--- src/ovc_pkg.sv ---
// shared constants for the overlay compositor control block
package ovc_pkg;
  // ---------------------------------------------------------------
  // register byte offsets
  // ---------------------------------------------------------------
  localparam logic [15:0] OFF_PRI_CTRL   = 16'h8180;
  localparam logic [15:0] OFF_KEY_CTRL   = 16'h8184;
  localparam logic [15:0] OFF_SEC_CTRL   = 16'h8190;
  localparam logic [15:0] OFF_CHROMA_UP  = 16'h8194;
  localparam logic [15:0] OFF_SCALE      = 16'h8198;
  localparam logic [15:0] OFF_BLEND      = 16'h81A0;
  // ---------------------------------------------------------------
  // writable bit masks (reserved bits read zero)
  // ---------------------------------------------------------------
  localparam logic [31:0] MSK_PRI_CTRL   = 32'h7700_0000;
  localparam logic [31:0] MSK_KEY_CTRL   = 32'h17FF_FFFF;
  localparam logic [31:0] MSK_SEC_CTRL   = 32'h7700_0FFF;
  localparam logic [31:0] MSK_CHROMA_UP  = 32'h00FF_FFFF;
  localparam logic [31:0] MSK_SCALE      = 32'h07FF_07FF;
  localparam logic [31:0] MSK_BLEND      = 32'h0700_1C1C;
  localparam logic [31:0] RST_VALUE      = 32'h0000_0000;
  // ---------------------------------------------------------------
  // field positions
  // ---------------------------------------------------------------
  localparam int FMT_LSB   = 24;
  localparam int FILT_LSB  = 28;
  localparam int KSRC_BIT  = 28;
  localparam int KS_LSB    = 2;
  localparam int KP_LSB    = 10;
  localparam int COEF_ONE  = 8;
  localparam int CLAMP_SH  = 3;
  // ---------------------------------------------------------------
  // encodings
  // ---------------------------------------------------------------
  localparam logic [2:0] FMT_KRGB16 = 3'h3;
  typedef enum logic [2:0] {
    OVC_SEC_OVER = 3'b000,
    OVC_PRI_OVER = 3'b001,
    OVC_DISSOLVE = 3'b010,
    OVC_FADE     = 3'b011,
    OVC_KEY_PRI  = 3'b101,
    OVC_KEY_SEC  = 3'b110
  } ovc_mode_e;
endpackage

--- src/ovc_ctrl.sv ---
// overlay compositor register file and per-pixel compose datapath
// What this block does
// registers answer memory-mapped cycles only, not I/O
// primary format field bits 26-24 decoded
// primary filter field bits 30-28 decoded
// key register holds blue, green, red lower keys
// precision code selects compared top bits
// key-bit source: pixel key bit picks stream
// key select one: colour/chroma keying, non-keyed formats
// software loads accumulator start per width formula
// secondary format field bits 26-24 decoded
// secondary filter field bits 30-28 decoded
// shadowed fields apply at next vertical sync
// upper bound register holds three chroma limits
// software sets first scale constant width minus one
// software sets negative second scale constant
// control registers clear to zero at reset
// blend register coefficient and mode field layout
// composition mode decode of six codes
// dissolve blends primary and secondary, ignores secondary coef
// fade weighs each by own coefficient over eight
// chroma match: every component within bounds inclusive
// reserved bits read zero, writes ignored
`timescale 1ns/100ps
`default_nettype none
module ovc_ctrl (
  input  wire logic        core_clk,
  input  wire logic        rst_n,
  input  wire logic        regSel,
  input  wire logic        memSpace,
  input  wire logic        regWr,
  input  wire logic [15:0] regAddr,
  input  wire logic [31:0] regWdata,
  output logic      [31:0] regRdata,
  input  wire logic        vsyncPin,
  input  wire logic        pixValid,
  input  wire logic [23:0] priPix,
  input  wire logic        priKey,
  input  wire logic [23:0] secPix,
  input  wire logic        secKey,
  output logic      [23:0] outPix,
  output logic             outValid,
  output logic      [2:0]  priFormat,
  output logic      [2:0]  priFilter,
  output logic      [2:0]  secFormat,
  output logic      [2:0]  secFilter,
  output logic      [11:0] accumStart,
  output logic      [10:0] scaleOne,
  output logic      [10:0] scaleTwo
);
  // -------------------------------------------------------------
  // state
  // -------------------------------------------------------------
  typedef struct packed {
    logic [31:0] pri;
    logic [31:0] key;
    logic [31:0] secW;
    logic [31:0] secA;
    logic [31:0] chr;
    logic [31:0] sclW;
    logic [31:0] sclA;
    logic [31:0] blW;
    logic [31:0] blA;
    logic [31:0] rd;
    logic        vs1;
    logic        vs2;
    logic        vs3;
    logic [23:0] pix;
    logic        val;
  } ovc_state_s;
  ovc_state_s stateQ, stateD;

  // top bits compared at a given precision code
  function automatic logic [7:0] precMask(input logic [2:0] code);
    precMask = 8'hFF << (3'h7 - code);
  endfunction

  function automatic logic [7:0] mixChan(input logic [7:0] a, input logic [7:0] b,
                                         input logic [3:0] ka, input logic [3:0] kb);
    logic [11:0] sum;
    // widen before the product so a full 8-bit channel times eight keeps its top bits
    sum = ({4'h0, a} * {8'h00, ka}) + ({4'h0, b} * {8'h00, kb});
    mixChan = (sum[11:3] > 9'h0FF) ? 8'hFF : sum[10:3];
  endfunction

  logic        wrHit;
  logic [2:0]  mode;
  logic [3:0]  kp;
  logic [3:0]  ks;
  logic        vsRise;
  logic        colMatch;
  logic        chrMatch;
  logic        priShow;
  logic        keyOn;
  logic [7:0]  pm;

  always_comb begin
    stateD = stateQ;
    wrHit  = regSel && memSpace && regWr;
    mode   = stateQ.blA[26:24];
    kp     = {1'b0, stateQ.blA[12:10]};
    ks     = {1'b0, stateQ.blA[4:2]};
    vsRise = stateQ.vs2 && !stateQ.vs3;
    keyOn  = stateQ.key[ovc_pkg::KSRC_BIT];
    pm     = precMask(stateQ.key[26:24]);
    colMatch = ((priPix[23:16] & pm) == (stateQ.key[23:16] & pm)) &&
               ((priPix[15:8] & pm) == (stateQ.key[15:8] & pm)) &&
               ((priPix[7:0] & pm) == (stateQ.key[7:0] & pm));
    chrMatch = 1'b1;
    for (int c = 0; c < 3; c++) begin
      if (secPix[c*8 +: 8] < stateQ.key[c*8 +: 8] ||
          secPix[c*8 +: 8] > stateQ.chr[c*8 +: 8]) begin
        chrMatch = 1'b0;
      end
    end
    // -------------------------------------------------------------
    // register writes, reserved bits dropped
    // -------------------------------------------------------------
    if (wrHit) begin
      case (regAddr)
        ovc_pkg::OFF_PRI_CTRL:  stateD.pri  = regWdata & ovc_pkg::MSK_PRI_CTRL;
        ovc_pkg::OFF_KEY_CTRL:  stateD.key  = regWdata & ovc_pkg::MSK_KEY_CTRL;
        ovc_pkg::OFF_SEC_CTRL:  stateD.secW = regWdata & ovc_pkg::MSK_SEC_CTRL;
        ovc_pkg::OFF_CHROMA_UP: stateD.chr  = regWdata & ovc_pkg::MSK_CHROMA_UP;
        ovc_pkg::OFF_SCALE:     stateD.sclW = regWdata & ovc_pkg::MSK_SCALE;
        ovc_pkg::OFF_BLEND:     stateD.blW  = regWdata & ovc_pkg::MSK_BLEND;
        default: ;
      endcase
    end
    // reads show the written value; shadows move only on vsync
    case (regAddr)
      ovc_pkg::OFF_PRI_CTRL:  stateD.rd = stateQ.pri;
      ovc_pkg::OFF_KEY_CTRL:  stateD.rd = stateQ.key;
      ovc_pkg::OFF_SEC_CTRL:  stateD.rd = stateQ.secW;
      ovc_pkg::OFF_CHROMA_UP: stateD.rd = stateQ.chr;
      ovc_pkg::OFF_SCALE:     stateD.rd = stateQ.sclW;
      ovc_pkg::OFF_BLEND:     stateD.rd = stateQ.blW;
      default:                stateD.rd = ovc_pkg::RST_VALUE;
    endcase
    if (!(regSel && memSpace)) begin
      stateD.rd = ovc_pkg::RST_VALUE;
    end
    // -------------------------------------------------------------
    // vertical sync loads the active copies
    // -------------------------------------------------------------
    stateD.vs1 = vsyncPin;
    stateD.vs2 = stateQ.vs1;
    stateD.vs3 = stateQ.vs2;
    if (vsRise) begin
      stateD.secA = stateQ.secW;
      stateD.sclA = stateQ.sclW;
      stateD.blA  = stateQ.blW;
    end
    // -------------------------------------------------------------
    // compose
    // -------------------------------------------------------------
    priShow = 1'b0;
    case (mode)
      ovc_pkg::OVC_SEC_OVER: priShow = 1'b0;
      ovc_pkg::OVC_PRI_OVER: priShow = 1'b1;
      ovc_pkg::OVC_KEY_PRI: begin
        if (!keyOn && stateQ.pri[26:24] == ovc_pkg::FMT_KRGB16) begin
          priShow = priKey;
        end else if (keyOn && stateQ.pri[26:24] != ovc_pkg::FMT_KRGB16) begin
          priShow = !colMatch;
        end else begin
          priShow = 1'b1;
        end
      end
      ovc_pkg::OVC_KEY_SEC: begin
        if (!keyOn && stateQ.secA[26:24] == ovc_pkg::FMT_KRGB16) begin
          priShow = !secKey;
        end else if (keyOn && stateQ.secA[26:24] != ovc_pkg::FMT_KRGB16) begin
          priShow = chrMatch;
        end else begin
          priShow = 1'b0;
        end
      end
      default: priShow = 1'b1;
    endcase
    stateD.val = pixValid;
    for (int c = 0; c < 3; c++) begin
      if (mode == ovc_pkg::OVC_DISSOLVE) begin
        stateD.pix[c*8 +: 8] = mixChan(priPix[c*8 +: 8], secPix[c*8 +: 8],
                                       kp, 4'(ovc_pkg::COEF_ONE) - kp);
      end else if (mode == ovc_pkg::OVC_FADE) begin
        stateD.pix[c*8 +: 8] = mixChan(priPix[c*8 +: 8], secPix[c*8 +: 8],
                                       kp, ks);
      end else begin
        stateD.pix[c*8 +: 8] = priShow ? priPix[c*8 +: 8] : secPix[c*8 +: 8];
      end
    end
    if (!pixValid) begin
      stateD.pix = stateQ.pix;
    end
  end

  always_ff @(posedge core_clk or negedge rst_n) begin
    if (!rst_n) begin
      stateQ <= '0;
    end else begin
      stateQ <= stateD;
    end
  end

  // -------------------------------------------------------------
  // outputs, all from flops
  // -------------------------------------------------------------
  assign regRdata   = stateQ.rd;
  assign outPix     = stateQ.pix;
  assign outValid   = stateQ.val;
  assign priFormat  = stateQ.pri[26:24];
  assign priFilter  = stateQ.pri[30:28];
  assign secFormat  = stateQ.secA[26:24];
  assign secFilter  = stateQ.secA[30:28];
  assign accumStart = stateQ.secA[11:0];
  assign scaleOne   = stateQ.sclA[10:0];
  assign scaleTwo   = stateQ.sclA[26:16];

  // -------------------------------------------------------------
  // checks
  // -------------------------------------------------------------
  a_io_ignored: assert property (@(posedge core_clk) disable iff (!rst_n)
    (regSel && !memSpace && regWr) |=> $stable(stateQ.pri) && $stable(stateQ.blW))
    else $error("io cycle changed a register");
  a_shadow_hold: assert property (@(posedge core_clk) disable iff (!rst_n)
    !vsRise |=> $stable(secFormat) && $stable(scaleOne))
    else $error("shadow changed without vsync");
  a_shadow_load: assert property (@(posedge core_clk) disable iff (!rst_n)
    vsRise |=> stateQ.blA == $past(stateQ.blW))
    else $error("vsync did not load blend");
  a_reserved_zero: assert property (@(posedge core_clk) disable iff (!rst_n)
    (stateQ.chr[31:24] == 8'h00) && (stateQ.pri[23:0] == 24'h0))
    else $error("reserved bits set");
  a_pri_over: assert property (@(posedge core_clk) disable iff (!rst_n)
    (pixValid && mode == ovc_pkg::OVC_PRI_OVER) |=> outPix == $past(priPix))
    else $error("primary overlay wrong");
  a_sec_over: assert property (@(posedge core_clk) disable iff (!rst_n)
    (pixValid && mode == ovc_pkg::OVC_SEC_OVER) |=> outPix == $past(secPix))
    else $error("secondary overlay wrong");
  a_keybit_pick: assert property (@(posedge core_clk) disable iff (!rst_n)
    (pixValid && mode == ovc_pkg::OVC_KEY_SEC && !keyOn &&
     secFormat == ovc_pkg::FMT_KRGB16 && secKey) |=> outPix == $past(secPix))
    else $error("key bit ignored");
  a_valid_follow: assert property (@(posedge core_clk) disable iff (!rst_n)
    pixValid |=> outValid)
    else $error("valid lost");
endmodule
`default_nettype wire

--- config.mk ---
export PLATFORM = sky130hd
export DESIGN_NAME = ovc_ctrl
export DESIGN_NICKNAME = d
export VERILOG_FILES = /design/src/ovc_pkg.sv /design/src/ovc_ctrl.sv
export SDC_FILE = /design/constraint.sdc
export NUM_CORES = 1
export LEC_CHECK = 0
export ABC_AREA = 1
export BUFFER_PORTS_ARGS = -buffer_cell sky130_fd_sc_hd__buf_2
export CAP_MARGIN = 20
export CORE_MARGIN = 1
export CORE_UTILIZATION = 35
export CTS_BUF_LIST = sky130_fd_sc_hd__clkbuf_8
export DETAILED_ROUTE_END_ITERATION = 10
export SYNTH_ARGS = -nofsm -noshare
export SYNTH_HDL_FRONTEND = slang
export SYNTH_SLANG_ARGS = --single-unit
--- constraint.sdc ---
create_clock -name core_clk -period 6 [get_ports core_clk]
set_input_delay 0.3 -clock core_clk [delete_from_list [all_inputs] [get_ports core_clk]]
set_output_delay 0.3 -clock core_clk [all_outputs]
set_load 0.05 [all_outputs]
# After elaboration in Yosys (flattened, before gate mapping)
# Cells that the tools add are included.
# word_totals
ff_bits,216
latchBits,0
ramBits,0
romBits,0
output_inout_bits,103
elab_cells,116
n_memories,0
# classes
addsub,8
mul,9
div,0
order_cmp,12
eq_ne,17
shifts,1
muxes,25
bitwise_logic,6
n_reduce_logical,23
# op_table
cell,count
one-hot mux 31 bit (6 select lines),1
two-way mux 8 bit,15
"equality test 16 bit, second input constant",6
multiplier 8 x 3 -> 11 bit,6
"greater-than comparator 9 x 8 -> 1 bit, second input constant",6
AND 8 bit,6
adder 11 x 11 -> 12 bit,3
adder 11 x 12 -> 12 bit,3
multiplier 8 x 4 -> 12 bit,3
two-way mux 32 bit,1
equality test 8 bit,3
greater-than comparator 8 bit,3
< comparator 8 bit,3
"equality test 3 x 2 -> 1 bit, second input constant",4
AND reduction 2 bit,6
logical AND 1 bit,9
"left shift 8 x 3 -> 8 bit, first input constant",1
two-way mux 1 bit,7
"equality test 3 bit, second input constant",2
"inequality test 3 x 2 -> 1 bit, second input constant",2
zero test 1 bit,4
"subtractor 4 x 3 -> 4 bit, first input constant",1
zero test 3 bit,1
logical OR 1 bit,3
other kinds (2),2

# Depth between registers and ports, before layout
# Gate-level depths: netlist of the first run.
# logic_depth
depth_word,13
mapped_depth,30
ltp_nobuf,28

# Worst setup path before layout of the first run
# No wires, ideal clock.
# synth_path
path_type,reg-to-reg
start,"register stateQ, in the netlist kp[0]"
end,"register stateQ, in the netlist outPix[15]"
setup_ns,0.117
t_arrival_ns,4.960
t_required_ns,5.883
path_slack_ns,0.923
stages_incl_launch_ff,28
path_buffers,3
period_less_slack_ns,5.077
path_cell_list,dfrtp_1 > buf_4 > clkbuf_1 > inv_1 > ha_1 > inv_1 > or2_2 > nand2_1 > clkbuf_1 > nor2_1 > fa_1 > fa_1 > inv_1 > fa_1 > inv_1 > ha_1 > a21oi_1 > o21ai_0 > a21oi_2 > nor2_2 > nor2_1 > o21ai_2 > xor2_2 > nand2_2 > o21ai_1 > inv_1 > nand2_1 > nand2_1
# synth_via
elab_chain_cells,6
# synth_rtl
element,line_no,source
start: declaration,ovc_ctrl.sv:71,"ovc_state_s stateQ, stateD;"
start signal: assignment,ovc_ctrl.sv:202,stateQ <= stateD;
subtractor 4 x 3 -> 4 bit or multiplier 8 x 3 -> 11 bit (tied branches),"ovc_ctrl.sv:185, ovc_ctrl.sv:82",
multiplier 8 x 4 -> 12 bit or adder 11 x 11 -> 12 bit (tied branches),ovc_ctrl.sv:82,"sum = ({4'h0, a} * {8'h00, ka}) + ({4'h0, b} * {8'h00, kb});"
adder 11 x 12 -> 12 bit or greater-than comparator 9 x 8 -> 1 bit (tied branches),"ovc_ctrl.sv:82, ovc_ctrl.sv:83",
greater-than comparator 9 x 8 -> 1 bit or two-way mux 8 bit (tied branches),ovc_ctrl.sv:83,mixChan = (sum[11:3] > 9'h0FF) ? 8'hFF : sum[10:3];
two-way mux 8 bit (on tied branches),"ovc_ctrl.sv:83, ovc_ctrl.sv:186",
two-way mux 8 bit (*),ovc_ctrl.sv:183,if (mode == ovc_pkg::OVC_DISSOLVE) begin
# Every way passes the cells marked *; elsewhere a longest branch is shown, timed or not.
# A chain may end at the register's enable or synchronous reset.

# Worst setup path in the final report of the first run
# layout_path
start,"register stateQ, in the netlist kp[0]"
end,"register stateQ, in the netlist outPix[12]"
# Same word-level chain as after synthesis.

==> results of run 1 <==
worst paths after layout:
path	end	slack [ps]	cells after the start
worst max-delay path	outPix[12]	610	21
max in group asynchronous	outPix[10]	4370	3
worst min register to register	stateD[25]	370	0
min in group asynchronous	scaleOne[8]	290	2
worst min-delay path	stateQ[202]	20	3
worst max register to register	outPix[12]	610	21
stage by stage:
stage                util  power (mW)  instances  area, sq um
global route        0.388        3.53       3521        21800
CTS                 0.388        3.40       3518        21800
floorplan               -        1.87       2643        19900
global placement    0.373        2.04       3445        21000
detailed placement  0.373        2.04       3445        21000
finish              0.388        3.37       3523        21800
kinds of logic after synthesis:
kind of cell,Yosys count,synth area share
and+or+nand+nor,950,0.193
buffers and inverters,700,0.154
AOI/OAI and AO/OA,387,0.111
adders and majority gates,286,0.222
DFF,214,0.269
xor gates and xnor gates,77,0.0350
muxes,27,0.0153
other,1,0.000189
worst max-delay path, stage by stage (launching register included):
cell,delay (ps)
dfrtp_1,850
buf_12,270
nand2_1,80
fa_1,480
inv_1,40
ha_1,330
nand3_1,80
nand2_1,110
a21oi_1,70
o21ai_0,260
xor2_1,300
fa_1,450
ha_1,380
a21o_1,210
a221oi_1,250
nand2_1,140
a21oi_1,390
nand3_1,140
nand2_1,90
nand3_1,170
nand2_1,120
nand2_1,50
layout by cell type (no fill, tap or decap), types with 12 or more instances in the layout:
master	n
mux2_2	27
nor2_1	133
buf_2	202
a22oi_1	15
inv_1	515
buf_4	29
clkbuf_8	48
nand2_1	650
o21bai_1	13
dfrtp_1	214
xnor2_1	19
fa_1	111
o22ai_1	21
xor2_1	55
nand4_1	12
a21o_1	12
nand3_1	114
nor3_1	14
ha_1	175
a21oi_1	111
o21ai_0	161
report_power, final:
part           internal (mW)  switching (mW)
logic                  0.142           0.392
clock network          0.715           0.637
registers               1.47          0.0136
sequential cells by signal (all words and copies together) (netlist names):
| register | cells |
|---|---|
| priFormat | 3 |
| stateD | 2 |
| kp | 3 |
| scaleOne | 11 |
| ks | 3 |
| secFormat | 3 |
| accumStart | 12 |
| regRdata | 30 |
| stateQ | 101 |
| secFilter | 3 |
| outValid | 1 |
| scaleTwo | 11 |
| keyOn | 1 |
| outPix | 24 |
| priFilter | 3 |
| mode | 3 |
layer usage:
metal / GRT usage / part of all wire / vias to the layer above
li1: - / - / 8318
met1: 0.298 / 0.47 / 7892
met2: 0.324 / 0.43 / 536
met3: 0.0456 / 0.082 / 79
met4: 0.0535 / 0.021 / 6
met5: 0 / 0.00068 / -
cell type report:
type,count,area (sq um)
multi-input cells,1729,11500
fillers,5921,34400
clock buffers,48,661
well taps,756,946
clock inverters,15,73.8
diodes,5,12.5
repair buffers,243,1360
flip-flops and latches,214,5360
inverters,513,1930
repair_timing:
item / in CTS / in global routing
endpoints found under the setup margin: 0 / 0
hold endpoints to repair: 110 / 0
hold buffers: 10 / 0
resized for setup: 0 / 0
==> results.md, run 1 <==
* Max clock buf depth at 3
* Power density of the placed cells at roughly 150 nW/um^2
* PortBufs at about 200
* Total DRC errors in the routed layout at 0
* Grt total ovfl at 0
* Netlist cell types at 51
* Peak VDD IR at about 0.00015 V
* Crit path max fanout at 25
* Area Overhead vs Synth at 9.76%
* Largest area contributor in the netlist: dfrtp_1
* Clk_skew at 34.0 ps
* Seq/Total Area, Yosys at 0.269
* Ys Warns at 0
* Clk slew on worst S/H paths at about 60 ps
* Inserted Clock Buffers at 38
* Most frequent cell after synthesis: nand2_1
* MaxCap Viol Count at 0
* Global-route wire length before repair at 93.9 mm
* EDFF count, synth at 0
* Core Box Area at 56300 sq um
* Routed Antenna Nets at 0
* Die ar. at 57800 sq um
* CTS H-tree depth at 2
* Outcome: finished clean
* HP Class: input pin to flip-flop
* Worst slack at placement at 634 ps
* Clock Latency Late Sink at approximately 610 ps
* Die W at between 200 and 250 microns
* Number of placed I/O pins at 208
* Launch point of the worst reg-to-reg path: kp[0]
* Worst hold slack at approximately 21 ps
* Final setup TNS at 0 ps
* Die span in y at 240 microns
* RSZ-0062 raised after global routing: no
* WL final at a little under 60 mm
* Synthesized area per cell at between 7 and 8 sq um
* CP startpoint: kp[0]
* Vias in the first global route at between 15000 and 20000
* Worst EP required at around 6500 ps
* Post-synth top area share at 0.269
* Worst Min Path Start: regWdata[14]
* Final setup margin at 607 ps
* CP Launch Type: flip-flop
* Clk root buf: clkbuf_8
* Initial Util at 0.353
* Setup bufs post-CTS at 0
* Layout cells sized above 1 at 0.129
* Fin. Hold Viols at 0
* Gr usage total at 0.211
* Row count at between 80 and 90
* Worst Setup End Kind: flip-flop
* Synth Register Bits at around 210
* Antenna violations before repair at 8
* CP Class: flip-flop to flip-flop
* DR iter-0 viols at roughly 1200
* Pin count of the biggest net entering global routing at 90
* Commonest cells post-synth: nand2_1 (652), inv_1 (503), dfrtp_1 (214)
* Slew headroom at 0.335
* Synth Flop Type: dfrtp_1
* Via count at ~17000
* Total iterations of the first detailed-routing run at 5
* Cells after synthesis at roughly 2600
* DP HPWL at ~46 mm
* Fmax at roughly 0.19 GHz
* Routed length per placed instance at around 17 microns
* Mapped cell area at ~20000 sq um
* Tightest Pin Transition at just under 1000 ps
* Pleak at 12.7 nW
* Post-synthesis async set-or-reset flop share at 1.00
* Final Critical Period at about 5400 ps
* CTS sink count at 214
* Vias per cell at 4.78
* Final-stage net count at between 3000 and 4000
* Slew Limit Fails at 0
* Crit share post-route at 0.899
* Gpl congestion at about 0.9
* Final setup fails at 0
* WP data arrival at between 5000 and 6000 ps
* CTS tree: built
* Ranking of synthesized cells by area: dfrtp_1 (27%), nand2_1 (12%), fa_1 (11%)
No activity file was read; power rests on OpenSTA's default activity.
==> run 2: changes to the inputs <==
--- a/config.mk
+++ b/config.mk
@@ -9,8 +9,10 @@
 export BUFFER_PORTS_ARGS = -buffer_cell sky130_fd_sc_hd__buf_2
 export CAP_MARGIN = 20
+export CORE_ASPECT_RATIO = 1.1
 export CORE_MARGIN = 1
 export CORE_UTILIZATION = 35
 export CTS_BUF_LIST = sky130_fd_sc_hd__clkbuf_8
 export DETAILED_ROUTE_END_ITERATION = 10
+export MAX_ROUTING_LAYER = met4
 export SYNTH_ARGS = -nofsm -noshare
 export SYNTH_HDL_FRONTEND = slang
==> constraint.sdc (replaced) <==
create_clock -name core_clk -period 6 [get_ports core_clk]
set_input_delay 0.3 -clock core_clk [delete_from_list [all_inputs] [get_ports core_clk]]
set_output_delay 0.3 -clock core_clk [all_outputs]
set_load 0.02 [all_outputs]
==> run 2 against run 1 <==
Against the previous run:
- sequential share of layout area hardly changed
- worst setup slack better by 110 ps
- core utilization barely moved
- combinational power shrank 13%
- sequential power about the same
- maximum frequency increased by 2.1%
- sequential cell count unchanged
- critical path type unchanged
==> results.md, run 2 (synthesis results as in run 1) <==
* Pleak at 12.6 nW
* Clk_skew at about 23 ps
* WL final at 57.7 mm
* MaxCap Viol Count at 0
* Die W at about 230 microns
* Gr usage total at 0.207
* Most frequent cells in the layout: nand2_1 (650), inv_1 (512), dfrtp_1 (214), buf_2 (202), ha_1 (175)
* Final setup fails at 0
* Vias in the first global route at between 15000 and 20000
* Cell-internal power at 2.38 mW
* Clk slew on worst S/H paths at approximately 60 ps
* CP Class: flip-flop to flip-flop
* Crit share post-route at 0.880
* Via count at 16700
* WP data arrival at between 5000 and 6000 ps
* CTS sink count at around 210
* Row count at 91
* Initial Util at 0.354
* Clk root buf: clkbuf_8
* Area Overhead vs Synth at 9.57%
* Peak VDD IR at approximately 0.00017 V
* P_sw at 988 uW
* Antenna violations before repair at 7
* Total iterations of the first detailed-routing run at 5
* Die span in y at about 250 microns
* DR iter-0 viols at between 1000 and 1500
* Worst hold slack at 18.4 ps
* Number of placed I/O pins at 208
* Slew headroom at 0.314
* Final setup TNS at 0 ps
* Worst Setup End Kind: flip-flop
* Crit path max fanout at 17
* Global-route wire length before repair at between 90 and 100 mm
* Worst EP required at 6490 ps
* Fin. Hold Viols at 0
* Grt total ovfl at 0
* Slew Limit Fails at 0
* Util after Layout at 0.388
* Total DRC errors in the routed layout at 0
* Commonest non-fill, non-tap cell in the layout: nand2_1
* Power density of the placed cells at ~150 nW/um^2
* Outcome: finished clean
* CP Launch Type: flip-flop
* CTS H-tree depth at 2
* Tightest Pin Transition at 1030 ps
* Max FFs per register at roughly 100
* Die ar. at between 50000 and 60000 sq um
* PortBufs at a little over 200
* Final Critical Period at 5280 ps
* Pin count of the biggest net entering global routing at approximately 110
* Core Box Area at around 56000 sq um
* Vias per cell at about 4.8
* CTS tree: built
* DP HPWL at 45.6 mm
* Switching fraction of total power at 0.294
* Layout cells sized above 1 at 0.129
* Max clock buf depth at 3
* Fmax at around 0.19 GHz
* Routed length per placed instance at 16.4 microns
* Combinational Power Share at 0.138
* HP Class: input pin to flip-flop
* Clock Latency Late Sink at slightly above 600 ps
* Clock share of power at 0.421
* Gpl congestion at a little over 0.9
* Final-stage net count at between 3000 and 4000
* Most flops, register: stateQ
* Setup bufs post-CTS at 0
* Inserted Clock Buffers at 38
* Routed Antenna Nets at 0
* Sequential share of power at 0.441
* RSZ-0062 raised after global routing: no
-- run 2: final cells by class --
type                       instances  area [sq um]
timing repair buffer             235          1290
clock inverter                    23           176
inverter                         513          1930
fill                            5936         34300
multi-input combinational       1729         11500
antenna                            5          12.5
clock buffer                      44           606
sequential                       214          5360
tap                              744           931
-- run 2: critical path, cell delays in order (launching register included) --
cell	delay [ps]
dfrtp_1	720
buf_4	270
nand2_1	80
fa_1	530
inv_1	40
ha_1	340
nand3_1	80
nand2_1	100
a21oi_1	70
o21ai_0	240
xor2_1	290
fa_1	440
ha_1	380
a21o_1	210
a221oi_1	250
nand2_1	150
a21oi_1	390
nand3_1	150
nand2_1	100
nand3_1	150
nand2_1	110
nand2_1	50
-- run 2: final timing paths --
kind,start,to,slack (ps),cells after the start
hold / removal,regWdata[1],stateQ[285],20,3
setup / recovery,kp[2],outPix[12],720,21
min in group asynchronous,rst_n,regRdata[17],330,2
max in group asynchronous,rst_n,regRdata[1],4280,3
setup reg to reg,kp[2],outPix[12],720,21
hold reg to reg,stateD[26],stateD[25],350,0
-- run 2: power groups by stage --
stage	clock (mW)	combinational (mW)	sequential (mW)
floorplan	0	0.292	1.51
global placement	0	0.461	1.51
detailed placement	0	0.461	1.51
CTS	1.46	0.468	1.49
global route	1.51	0.520	1.49
finish	1.42	0.464	1.49
-- run 2: repair_timing --
item / 4_1_cts / 5_1_grt
endpoints found under the hold margin: 120 / 0
gates resized for setup: 0 / 0
hold buffers: 8 / 0
-- run 2: per-stage QoR --
stage          total power, mW  std cells  worst slack, ps  instance area (sq um)
2_1_floorplan             1.80       2643              923                  19900
3_3_place_gp              1.97       3426              806                  20900
3_5_place_dp              1.97       3427              761                  20900
4_1_cts                   3.41       3502              744                  21800
5_1_grt                   3.52       3506              268                  21800
6_report                  3.36       3507              720                  21800
-- run 2: routing by layer --
layer  GRT usage  wire length [microns]  up-vias
met5           -                      0        -
met2       0.323                  26400      469
met3      0.0339                   3570       63
met1       0.277                  26600     7861
met4      0.0570                   1160        0
li1            -                      -     8307
==> run 3: changes to the inputs <==
Settings changed: CORE_UTILIZATION 35 to 40, REMOVE_ABC_BUFFERS set to 1.
==> run 3 against run 2 <==
Against the previous run:
- worst setup slack improved by 91 ps
- maximum frequency increased by 1.8%
- count of clock-buffer cells in the layout increased by 2
- clock skew is 17 ps higher
- combinational power is 1% higher
==> results.md, run 3 (synthesis results as in run 1) <==
* Pleak at roughly 13 nW
* Core Box Area at 49000 sq um
* Antenna violations before repair at 5
* WP data arrival at between 5000 and 6000 ps
* Routed length per placed instance at 16.8 microns
* Most frequent cells in the layout: nand2_1 (651), inv_1 (513), dfrtp_1 (214), buf_2 (202), ha_1 (175)
* Outcome: finished clean
* Peak VDD IR at between 0.00015 and 0.0002 V
* CTS H-tree depth at 2
* Placed Cells at roughly 3300
* Max clock buf depth at 3
* Die ar. at a little over 50000 sq um
* Commonest non-fill, non-tap cell in the layout: nand2_1
* Vias per cell at between 4 and 5
* Slew headroom at 0.227
* HP Class: input pin to flip-flop
* DP HPWL at ~44 mm
* Routed Antenna Nets at 0
* Clk root buf: clkbuf_8
* Layout cells sized above 1 at 0.129
* RSZ-0062 raised after global routing: no
* Slew Limit Fails at 0
* Crit path max fanout at 11
* Initial Util at 0.406
* Total DRC errors in the routed layout at 0
* Die W at between 200 and 250 microns
* Row count at between 80 and 90
* Via count at ~17000
* CTS sink count at around 210
* Final-stage net count at ~3100
* Worst EP required at 6470 ps
* Crit share post-route at 0.865
* Final Critical Period at 5190 ps
* Fmax at between 0.15 and 0.2 GHz
* Non-Filler Instances at 3421
* Power density of the placed cells at approximately 150 nW/um^2
* Gpl congestion at between 0.9 and 1
* Clock Latency Late Sink at 610 ps
* Area Overhead vs Synth at 9.27%
* Worst hold slack at ~29 ps
* CP Class: flip-flop to flip-flop
* Tightest Pin Transition at between 1000 and 1500 ps
* CP Launch Type: flip-flop
* PortBufs at between 200 and 250
* Clk_skew at between 30 and 40 ps
* Final setup TNS at 0 ps
* Most flops, register: stateQ
* Clk slew on worst S/H paths at around 60 ps
* Pin count of the biggest net entering global routing at 81
* Die span in y at about 240 microns
* Total iterations of the first detailed-routing run at 7
* MaxCap Viol Count at 0
* Setup bufs post-CTS at 0
* WL final at about 58 mm
* Max FFs per register at a little over 100
* Worst Setup End Kind: flip-flop
* Gr usage total at 0.233
* Grt total ovfl at 0
* Inserted Clock Buffers at 38
* Fin. Hold Viols at 0
* DR iter-0 viols at around 1100
* CTS tree: built
* Vias in the first global route at approximately 17000
* Global-route wire length before repair at 90.6 mm
* Number of placed I/O pins at ~210
* Final setup fails at 0
run 3: cell count changes in the layout (fill, tap and decap cells not counted), sizes merged:
cell / delta
buf: +3
bufinv: -1
clkbuf: +2
clkinv: -3
dlygate4sd3: +4
inv: +1
run 3: power breakdown:
| group | total, mW | leakage [nW] | switching, mW | internal [mW] |
|---|---|---|---|---|
| Combinational | 0.469 | 9.31 | 0.327 | 0.143 |
| Clock | 1.40 | 0.431 | 0.657 | 0.745 |
| Sequential | 1.49 | 2.93 | 0.0137 | 1.47 |
run 3: final timing paths:
path / to / from / slack, ps / depth (start not counted)
max: outPix[22] / kp[0] / 810 / 24
min: stateQ[289] / regWdata[5] / 30 / 3
max reg2reg: outPix[22] / kp[0] / 810 / 24
min reg2reg: stateD[25] / stateD[26] / 350 / 0
max in group asynchronous: stateQ[202] / rst_n / 4330 / 3
min in group asynchronous: regRdata[7] / rst_n / 280 / 2
run 3: per-layer routing:
metal	GRT usage	share of wire	up-vias
met4	0.0684	0.024	0
met3	0.0275	0.050	87
met5	-	0	-
li1	-	-	8318
met2	0.384	0.48	490
met1	0.301	0.45	8188
run 3: cell type report:
class / count / area [sq um]
timing repair buffer: 242 / 1360
clock inverter: 20 / 139
inverter: 513 / 1930
clock buffer: 46 / 633
fill: 5010 / 27300
sequential: 214 / 5360
multi-input combinational: 1729 / 11500
tap: 652 / 816
antenna: 5 / 12.5
run 3: through the flow:
step / power [mW] / instance area, sq um / worst slack (ps) / utilization
4_1_cts: 3.40 / 21700 / 827 / 0.443
2_1_floorplan: 1.75 / 18800 / 648 / -
3_3_place_gp: 1.97 / 20800 / 971 / 0.425
3_5_place_dp: 1.97 / 20800 / 838 / 0.425
6_report: 3.36 / 21700 / 811 / 0.443
5_1_grt: 3.52 / 21700 / 510 / 0.443
run 3: timing repair:
item	in CTS	in global routing
endpoints found under the hold margin	101	0
resized for setup	0	0
hold buffers	12	0
run 3: critical path: stages (launching register included):
cell and delay (ps):
dfrtp_1 410, inv_1 70, ha_1 130, inv_1 40, or2_2 260, nand2_1 340, buf_4 280, nor2_1 80
fa_1 500, fa_1 550, inv_1 50, fa_1 530, inv_1 40, ha_1 360, a21oi_1 100, o21ai_0 180
o21bai_4 180, nand2_2 90, o21ai_2 160, xor2_2 330, inv_2 90, o21ai_1 150, nand2_1 70, nand2_1 50
nand2_1 50
